[src/verilog/parity_logger_defines.svh]
`ifndef PARITY_LOGGER_DEFINES_SVH
`define PARITY_LOGGER_DEFINES_SVH

`define ODD_PARITY 1'b1
`define LANE_COUNT 2
`define RPT_LOW_FLAG 0
`define RPT_HIGH_FLAG 1
`define RPT_BANK_LSB 2
`define RPT_BANK_MSB 3
`define RPT_UPPER_ZERO 4'h0
`define BANK_FIELD_HI 8
`define BANK_FIELD_LO 7
`define KB_ADDR_HI 23
`define KB_ADDR_LO 10
`define IO_ADDR_HI 15
`define BYTE_HI 15
`define BYTE_LO_HI 7
`define BYTE_HI_LO 8
`define BANK_RST 2'h0
`define DATA_RST 16'h0000
`define INT_RST 8'h00

`endif

[src/verilog/parity_logger_pkg.sv]
package parity_logger_pkg;

  typedef enum logic [1:0] {ST_IDLE, ST_DRIVE, ST_ACK} phase_t;

  typedef struct packed {
    phase_t phase;
    logic low_flag;
    logic high_flag;
    logic [1:0] bank;
    logic io_rd;
    logic [15:0] dat;
    logic dat_oe;
    logic xack_b;
    logic [7:0] int_oe;
  } state_t;

endpackage
[src/verilog/lane_parity_check.sv]
`timescale 1ns/100ps
`include "parity_logger_defines.svh"

module lane_parity_check
  import parity_logger_pkg::*;
(
  input wire logic [15:0] data_in,
  input wire logic [1:0] par_in,
  input wire logic [1:0] lane_used_in,
  output logic [1:0] lane_err_out
);

  genvar g;
  generate
    for (g = 0; g < `LANE_COUNT; g++)
    begin : g_lane
      // Odd parity: byte plus stored bit must hold an odd number of ones
      assign lane_err_out[g] = lane_used_in[g] &
        ((^{data_in[g*8 +: 8], par_in[g]}) != `ODD_PARITY);
    end
  endgenerate

endmodule

[src/verilog/parity_error_logger.sv]
// Contract
// On memory read, drive data first, then assert the transfer acknowledge.
// Master takes data on acknowledge, then drops the read command.
// Parity error latches failing lane and bank into register and indicators.
// Captured error holds until initialization or a register write.
// With interrupt enabled, a held error asserts the selected request line.
// Interrupt handler writes the register address to clear the error.
// Separate indicators light for low lane and high lane errors.
// Two bank indicators show bank number in binary, lsb and msb.
// Bank indicators track accessed bank, freeze on failing access bank.
// Any write to the register address clears it, data ignored. Code clears only the two error flags; the bank bits keep their value.
// Software clears the register after power-up and after each error.
// Register read: low flag bit0, high flag bit1, bank lsb, bank msb.
// Ending address setting is the last owned kilobyte, inclusive.
// While initialization is low, all bus commands are ignored.
// Each lane's parity is checked on every read; mismatch sets its flag. Code checks only the lanes the access uses, on memory reads only.
// Upper four register bits read as zero.
`timescale 1ns/100ps
`include "parity_logger_defines.svh"

module parity_error_logger
  import parity_logger_pkg::*;
(
  input wire logic clk_in,
  input wire logic rst_b_in,
  input wire logic init_b_in,
  input wire logic mrdc_b_in,
  input wire logic iord_b_in,
  input wire logic iowc_b_in,
  input wire logic bhen_b_in,
  input wire logic [23:0] adr_in,
  input wire logic [13:0] start_kb_in,
  input wire logic [13:0] end_kb_in,
  input wire logic [15:0] io_base_in,
  input wire logic int_en_in,
  input wire logic [2:0] int_sel_in,
  input wire logic [15:0] mem_data_in,
  input wire logic [1:0] mem_par_in,
  output logic [15:0] dat_out,
  output logic dat_oe_out,
  output logic xack_b_out,
  output logic [7:0] int_oe_out,
  output logic low_lane_error_led_out,
  output logic high_lane_error_led_out,
  output logic bank_lsb_led_out,
  output logic bank_msb_led_out
);

  state_t st;
  state_t next_st;
  logic [13:0] adr_kb;
  logic [13:0] offset_kb;
  logic mem_hit;
  logic mem_go;
  logic io_hit;
  logic io_rd_go;
  logic io_wr_go;
  logic odd_only;
  logic [1:0] lane_used;
  logic [1:0] lane_err;
  logic [1:0] access_bank;
  logic held;

  assign adr_kb = adr_in[`KB_ADDR_HI:`KB_ADDR_LO];
  assign offset_kb = adr_kb - start_kb_in;
  assign access_bank = offset_kb[`BANK_FIELD_HI:`BANK_FIELD_LO];
  // Inclusive upper compare: the end setting names the last owned kilobyte
  assign mem_hit = (adr_kb >= start_kb_in) && (adr_kb <= end_kb_in);
  assign io_hit = adr_in[`IO_ADDR_HI:0] == io_base_in;
  // Commands are taken only from idle and never while initialization is low
  assign mem_go = (st.phase == ST_IDLE) && init_b_in && !mrdc_b_in && mem_hit;
  assign io_rd_go = (st.phase == ST_IDLE) && init_b_in && !iord_b_in && io_hit;
  assign io_wr_go = (st.phase == ST_IDLE) && init_b_in && !iowc_b_in && io_hit;
  assign odd_only = adr_in[0] && bhen_b_in;
  assign lane_used = {!bhen_b_in || adr_in[0], !odd_only};
  assign held = st.low_flag || st.high_flag;

  lane_parity_check u_check (
    .data_in(mem_data_in),
    .par_in(mem_par_in),
    .lane_used_in(lane_used),
    .lane_err_out(lane_err)
  );

  always_comb
  begin
    next_st = st;
    unique case (st.phase)
      ST_IDLE:
      begin
        if (mem_go)
        begin
          next_st.phase = ST_DRIVE;
          next_st.io_rd = 1'b0;
          next_st.dat_oe = 1'b1;
          // Odd byte alone goes out through the swap path on the low lines
          if (odd_only)
            next_st.dat = {mem_data_in[`BYTE_HI:`BYTE_HI_LO],
                           mem_data_in[`BYTE_HI:`BYTE_HI_LO]};
          else
            next_st.dat = mem_data_in;
        end
        else if (io_rd_go)
        begin
          next_st.phase = ST_DRIVE;
          next_st.io_rd = 1'b1;
          next_st.dat_oe = 1'b1;
          next_st.dat = {8'h00, `RPT_UPPER_ZERO, st.bank[1], st.bank[0],
                         st.high_flag, st.low_flag};
        end
        else if (io_wr_go)
        begin
          next_st.phase = ST_DRIVE;
          next_st.io_rd = 1'b0;
        end
      end
      ST_DRIVE:
      begin
        // Data has stood a full cycle before the acknowledge goes low
        next_st.phase = ST_ACK;
        next_st.xack_b = 1'b0;
      end
      ST_ACK:
      begin
        // Hold until the master drops every command
        if (mrdc_b_in && iord_b_in && iowc_b_in)
        begin
          next_st.phase = ST_IDLE;
          next_st.xack_b = 1'b1;
          next_st.dat_oe = 1'b0;
          next_st.dat = `DATA_RST;
        end
      end
      // The fourth code is never entered; fall back to idle if it appears
      default:
      begin
        next_st.phase = ST_IDLE;
      end
    endcase
    // Any write to the register clears both error flags whatever the data; the bank bits keep their value
    if (io_wr_go)
    begin
      next_st.low_flag = 1'b0;
      next_st.high_flag = 1'b0;
    end
    // Bank readout follows accesses until an error freezes it
    if (mem_go && !held)
      next_st.bank = access_bank;
    // Set wins over a register-write clear; flags are otherwise held
    if (mem_go && (lane_err != 2'h0))
    begin
      if (lane_err[0])
        next_st.low_flag = 1'b1;
      if (lane_err[1])
        next_st.high_flag = 1'b1;
      if (!held)
        next_st.bank = access_bank;
    end
    // Board initialization drops the bus side and discards held errors
    if (!init_b_in)
    begin
      next_st.phase = ST_IDLE;
      next_st.low_flag = 1'b0;
      next_st.high_flag = 1'b0;
      next_st.xack_b = 1'b1;
      next_st.dat_oe = 1'b0;
      next_st.dat = `DATA_RST;
    end
    next_st.int_oe = `INT_RST;
    if (int_en_in && (next_st.low_flag || next_st.high_flag))
      next_st.int_oe[int_sel_in] = 1'b1;
  end

  always_ff @(posedge clk_in or negedge rst_b_in)
  begin
    if (!rst_b_in)
    begin
      st.phase <= ST_IDLE;
      st.low_flag <= 1'b0;
      st.high_flag <= 1'b0;
      st.bank <= `BANK_RST;
      st.io_rd <= 1'b0;
      st.dat <= `DATA_RST;
      st.dat_oe <= 1'b0;
      st.xack_b <= 1'b1;
      st.int_oe <= `INT_RST;
    end
    else
      st <= next_st;
  end

  assign dat_out = st.dat;
  assign dat_oe_out = st.dat_oe;
  assign xack_b_out = st.xack_b;
  assign int_oe_out = st.int_oe;
  assign low_lane_error_led_out = st.low_flag;
  assign high_lane_error_led_out = st.high_flag;
  assign bank_lsb_led_out = st.bank[0];
  assign bank_msb_led_out = st.bank[1];
endmodule

[config.mk]
export PLATFORM = sky130hd
export DESIGN_NAME = parity_error_logger
export DESIGN_NICKNAME = d
export VERILOG_FILES = /design/src/verilog/parity_logger_pkg.sv /design/src/verilog/lane_parity_check.sv /design/src/verilog/parity_error_logger.sv
export VERILOG_INCLUDE_DIRS = /design/src /design/src/verilog
export SDC_FILE = /design/constraint.sdc
export NUM_CORES = 1
export LEC_CHECK = 0
export ABC_AREA = 0
export BUFFER_PORTS_ARGS = -buffer_cell sky130_fd_sc_hd__buf_2
export CORE_ASPECT_RATIO = 0.7
export CORE_MARGIN = 2
export CORE_UTILIZATION = 45
export CTS_CLUSTER_DIAMETER = 50
export CTS_CLUSTER_SIZE = 16
export DETAILED_ROUTE_END_ITERATION = 6
export PLACE_DENSITY = 0.78
export SETUP_SLACK_MARGIN = 0.02
export SLEW_MARGIN = 40
export SYNTH_ARGS = -nofsm -noshare
export SYNTH_HDL_FRONTEND = slang
export SYNTH_SLANG_ARGS = --single-unit
export TNS_END_PERCENT = 50
[constraint.sdc]
create_clock -name clk_in -period 6.1 [get_ports clk_in]
set_clock_uncertainty 0.05 [all_clocks]
set_input_delay 0 -clock clk_in [delete_from_list [all_inputs] [get_ports clk_in]]
set_output_delay 0 -clock clk_in [all_outputs]
set_load 0.05 [all_outputs]
==> results of run 1 <==
==> stage by stage <==
step                util, %  hold WS [ns]  worst slack, ns  cell area [sq um]
global placement       55.7        0.0299             3.23               3190
global route           61.2        0.0537             2.66               3510
floorplan                 -        -0.346             3.76               2680
CTS                    61.0        0.0354             2.65               3490
finish                 61.2        0.0403             2.86               3510
detailed placement     55.8        0.0381             3.03               3200
==> final cells by class <==
| type | count | area (sq um) | area share (%) |
|---|---|---|---|
| Multi-Input combinational cell | 192 | 1550 | 44.3 |
| Timing Repair Buffer | 147 | 840 | 23.9 |
| Sequential cell | 32 | 802 | 22.9 |
| Inverter | 29 | 109 | 3.10 |
| Tap cell | 75 | 93.8 | 2.68 |
| Clock buffer | 6 | 72.6 | 2.07 |
| Clock inverter | 2 | 35.0 | 0.999 |
==> tightest hold or removal path, cell delays in order <==
cell,delay (ns)
buf_2,0.09
mux2_2,0.14
a22o_1,0.11
==> what timing repair did <==
action                                 CTS  global route
gates resized for setup                  0             0
hold buffers                            19             0
endpoints found under the hold margin   50             0
==> sequential cells by signal, indices dropped and copies added, names as in the netlist <==
register,cells
low_lane_error_led_out,1
int_oe_out,8
bank_lsb_led_out,1
high_lane_error_led_out,1
dat_oe_out,1
xack_b_out,1
dat_out,16
bank_msb_led_out,1
st,2
==> cell families after synthesis <==
group | count (synthesis) | synth area share, %
compound gates | 58 | 17.2
buf+inv | 58 | 11.9
flops | 32 | 30.0
fa+ha+maj | 28 | 13.1
mux | 10 | 4.02
simple gates | 62 | 12.6
xor+xnor | 34 | 11.1
==> power by group through the flow <==
stage	clock, mW	sequential, mW	combinational (mW)
floorplan	0	0.270	0.139
global route	0.214	0.242	0.273
global placement	0	0.243	0.233
detailed placement	0	0.243	0.240
CTS	0.203	0.239	0.250
finish	0.201	0.239	0.250
==> worst max-delay path by stage <==
stage / start / endpoint / slack, ns / cells after the start
2_1_floorplan: st[32] / bank_lsb_led_out / 3.76 / 7
3_3_place_gp: st[32] / bank_lsb_led_out / 3.23 / 6
3_5_place_dp: st[32] / dat_out[3] / 3.03 / 7
4_1_cts: st[32] / int_oe_out[0] / 2.65 / 7
5_1_grt: st[32] / int_oe_out[0] / 2.66 / 8
6_report: st[32] / int_oe_out[0] / 2.86 / 8
==> per-layer routing <==
layer  GRT usage, %  up-vias
met2           36.3       91
met5              0        -
li1               -     1223
met4           5.36        0
met1           28.3     1103
met3           5.43        4
==> synth_stat cells, types with 2 or more instances <==
cell / instances / area [sq um]
dfrtp_1: 31 / 776
o211ai_1: 3 / 22.5
buf_2: 3 / 15.0
inv_1: 28 / 105
nor2b_1: 4 / 25.0
a22o_1: 17 / 149
a41oi_1: 2 / 17.5
nand4_1: 5 / 31.3
nor3_1: 9 / 45.0
a21o_1: 4 / 30.0
mux2_2: 6 / 67.6
xor2_1: 20 / 175
nor2_1: 11 / 41.3
nand2b_1: 6 / 37.5
nand3_1: 3 / 15.0
buf_4: 24 / 180
o21a_1: 2 / 15.0
xnor2_1: 14 / 123
a21oi_1: 12 / 60.1
mux2i_1: 4 / 40.0
ha_1: 28 / 350
nand2_1: 10 / 37.5
o21ai_0: 7 / 35.0
nor4_1: 6 / 37.5
==> results.json, run 1 <==
{
  "wl_met3_um": 489,
  "grt_pass1_vias": 2472,
  "grt_max_degree": 33,
  "ant_nets": 0,
  "seq_power_share_pct": 34.7,
  "finalMaxSlewViolations": 0,
  "io_buffers": 126,
  "dr.pass1.iters": 5,
  "final_cell_mix": "buf_2 (126), dfrtp_1 (31), inv_1 (28), ha_1 (28), xor2_1 (20)",
  "critical_path_class": "register to register",
  "critPathMaxStageDelay_ns": 0.58,
  "cp_top_family": "simple AND/OR/NAND/NOR gates",
  "path_cells": "or3_1 -> nor3_1 -> o211ai_1 -> a32oi_4 -> buf_6 -> a31oi_2 -> nor4_1 -> dlygate4sd3_1",
  "final_common_cell": "buf_2",
  "fillCellCount": 520,
  "syn_area_sq_mm": 0.00268,
  "hold_path_class": "input pin to register",
  "hold_path_depth": 3,
  "min_period_over_period_pct": 53.2,
  "wl_per_cell_um": 13.8,
  "p_int_mw": 0.449,
  "cp-end-kind": "register",
  "grt_pass1_wl_mm": 11.0,
  "fp-row-count": 23,
  "crit_path_start_kind": "register",
  "min_period_ns": 3.24,
  "clk_root_buffer_cell": "clkbuf_8",
  "wl_mm": 6.69,
  "numPlacedInstances": 455,
  "clockPowerShare_pct": 29.1,
  "antenna_found_initial": 0,
  "synth_flop_cell": "dfrtp_1",
  "ys_types": 47,
  "cts_buffers": 5,
  "cp.required_ns": 6.28,
  "grt_overflow_total": 0,
  "vias": 2421,
  "syn_nets": 407,
  "die_w_um": 96.2,
  "fin_cells": 483,
  "clkSinkCount": 32,
  "avgSynthCellArea_sq_um": 9.49,
  "power_density_mw_per_mm2": 197,
  "start_util_pct": 46.7,
  "synth_warnings": 0,
  "maxCapViolations": 0,
  "yosysSeqAreaShare_pct": 30.0,
  "place_congestion": 0.852,
  "n_antenna_cell": 0,
  "cts_tree": "yes",
  "drt_iter0_drc": 99,
  "r2r_start": "st[32]",
  "clk_path_buf_depth": 2,
  "netlist_instances": 282,
  "switching_share_pct": 34.9,
  "vdd_ir_drop_max_mv": 0.103,
  "dr_wl_met2_mm": 3.11,
  "syn_to_final_growth_pct": 31.1,
  "clock_latency_ns": 0.29,
  "cp_num_buf_inv": 2,
  "dieArea_sq_mm": 0.00659,
  "min_from": "mem_data_in[6]",
  "drc_errors": 0,
  "min_to": "dat_out[6]",
  "top_layer": "met4",
  "fin_nets": 532,
  "timing.slew.headroom_pct": 52.3,
  "core-area_sq_mm": 0.00573,
  "synth_enable_flop_cells": 0,
  "io_pins": 127,
  "rsz0062_at_grt": "false",
  "total_power_mw": 0.690,
  "wl_met1_mm": 3.06,
  "worstPathArrival_ns": 3.42,
  "grtUsageTotal_pct": 21.6,
  "fmax_mhz": 308,
  "htreeDepth": 2,
  "p_switching_mw": 0.240,
  "reg2reg_slack_ns": 2.86,
  "reg2reg_to": "int_oe_out[0]",
  "setup_violations": 0,
  "finalSetupTns_ns": 0,
  "die_h_um": 68.5,
  "path_clk_slew_ns": 0.07,
  "async_flop_share_pct": 100,
  "outcome": "complete, no violations",
  "reg2regPathDepth": 8,
  "ys_ff_latch": 32,
  "critPathMaxFanout": 14,
  "via_per_inst": 5.01,
  "p_comb_share_pct": 36.2,
  "cp_slowest_cell": "dlygate4sd3_1",
  "drive_gt1_share_pct": 36.3,
  "finalHoldViolations": 0,
  "hpwl_mm": 5.44,
  "postCtsSetupBuffers": 0,
  "p_leak_nw": 1.90,
  "worst_pin_slew_ns": 0.716
}
Power figures use the tool's default switching activity.
==> run 2, diff against run 1 <==
- clock period: 6.1 -> 3.39 ns (I/O delays scaled with it)
==> results.json, run 2 (synthesized netlist as in run 1, its figures left out) <==
{
  "antenna_found_initial": 0,
  "clkSinkCount": 32,
  "power_density_mw_per_mm2": 340,
  "finalSetupTns_ns": 0,
  "rsz0062_at_grt": "false",
  "cts_buffers": 5,
  "fmax_mhz": 327,
  "setup_violations": 0,
  "core-area_sq_mm": 0.00573,
  "hold_path_class": "input pin to register",
  "io_pins": 127,
  "reg2reg_to": "int_oe_out[4]",
  "min_to": "int_oe_out[6]",
  "vdd_ir_drop_max_mv": 0.199,
  "worstPathArrival_ns": 3.22,
  "via_per_inst": 5.03,
  "min_from": "int_en_in",
  "vias": 2409,
  "start_util_pct": 46.7,
  "drc_errors": 0,
  "r2r_start": "st[32]",
  "die_w_um": 96.2,
  "postCtsSetupBuffers": 0,
  "place_congestion": 0.807,
  "holdWs_ns": 0.0107,
  "worst_pin_slew_ns": 0.708,
  "grt_pass1_wl_mm": 10.4,
  "n_antenna_cell": 0,
  "min_period_over_period_pct": 90.2,
  "grt_pass1_vias": 2340,
  "reg2regPathDepth": 7,
  "critPathMaxFanout": 13,
  "grtUsageTotal_pct": 20.6,
  "grt_overflow_total": 0,
  "io_buffers": 126,
  "path_clk_slew_ns": 0.07,
  "dieArea_sq_mm": 0.00659,
  "p_leak_nw": 1.88,
  "outcome": "complete, no violations",
  "maxCapViolations": 0,
  "wl_mm": 6.60,
  "hpwl_mm": 5.36,
  "wl_per_cell_um": 13.8,
  "drive_gt1_share_pct": 36.9,
  "syn_to_final_growth_pct": 28.9,
  "dr.pass1.iters": 4,
  "ant_nets": 0,
  "drt_iter0_drc": 108,
  "htreeDepth": 2,
  "finalHoldViolations": 0,
  "finalMaxSlewViolations": 0,
  "hold_path_depth": 3,
  "fp-row-count": 23,
  "critical_path_class": "register to register",
  "clk_path_buf_depth": 2,
  "grt_max_degree": 33,
  "final_cell_mix": "buf_2 (126), dfrtp_1 (31), inv_1 (28), ha_1 (28), xor2_1 (20)",
  "largest_reg_flops": 16,
  "clock_latency_ns": 0.27,
  "crit_path_start_kind": "register",
  "min_period_ns": 3.06,
  "cp.required_ns": 3.55,
  "die_h_um": 68.5,
  "fin_nets": 528,
  "reg2reg_slack_ns": 0.33,
  "clk_root_buffer_cell": "clkbuf_8",
  "timing.slew.headroom_pct": 52.8,
  "cp-end-kind": "register",
  "final_common_cell": "buf_2",
  "cts_tree": "yes"
}
[run 2: critical path, stage by stage, from the launching register on]
cell,delay (ns)
dfrtp_1,0.44
or3_1,0.55
nor4_2,0.30
nand2_1,0.12
a32oi_4,0.47
a31oi_2,0.29
nor4_1,0.20
dlygate4sd3_1,0.57
[run 2: worst max-delay path by stage]
| stage | slack (ns) | end | cells past startpoint | startpoint |
|---|---|---|---|---|
| finish | 0.33 | int_oe_out[4] | 7 | st[32] |
| global route | 0.1 | int_oe_out[4] | 7 | st[32] |
| CTS | 0.37 | int_oe_out[4] | 7 | st[32] |
| detailed placement | 0.71 | bank_msb_led_out | 6 | st[32] |
| global placement | 0.79 | bank_lsb_led_out | 6 | st[32] |
| floorplan | 1.05 | bank_lsb_led_out | 7 | st[32] |
[run 2: routing by layer]
| metal | up-vias | GRT usage [%] | routed length (um) |
|---|---|---|---|
| met5 | - | 0 | 0 |
| met4 | 0 | 3.21 | 59 |
| met3 | 8 | 5.43 | 524 |
| met2 | 102 | 35.5 | 2980 |
| met1 | 1084 | 26.8 | 3040 |
| li1 | 1215 | - | - |
[run 2: through the flow]
step	utilization [%]	total power, mW	worst slack (ns)	instances	area (sq um)
2_1_floorplan	-	0.734	1.05	282	2680
3_3_place_gp	56.0	0.860	0.792	456	3200
3_5_place_dp	56.0	0.871	0.708	456	3200
4_1_cts	60.2	1.18	0.374	479	3450
5_1_grt	60.2	1.24	0.0952	479	3450
6_report	60.2	1.17	0.331	479	3450
[run 2: cell type report]
class,instances,area [sq um]
fillers,509,2280
multi-input cells,192,1550
flip-flops and latches,32,802
repair buffers,143,796
inverters,29,109
well taps,75,93.8
clock buffers,6,82.6
clock inverters,2,10.0
[run 2: power breakdown]
part           internal (mW)  switching [mW]  total [mW]
registers              0.410          0.0213       0.431
clock network          0.162           0.135       0.297
logic                  0.179           0.267       0.446
total                  0.750           0.423        1.17
[run 2: what timing repair did]
item | 4_1_cts | 5_1_grt
hold endpoints to repair | 49 | 0
resized for setup | 0 | 0
hold buffers | 15 | 0
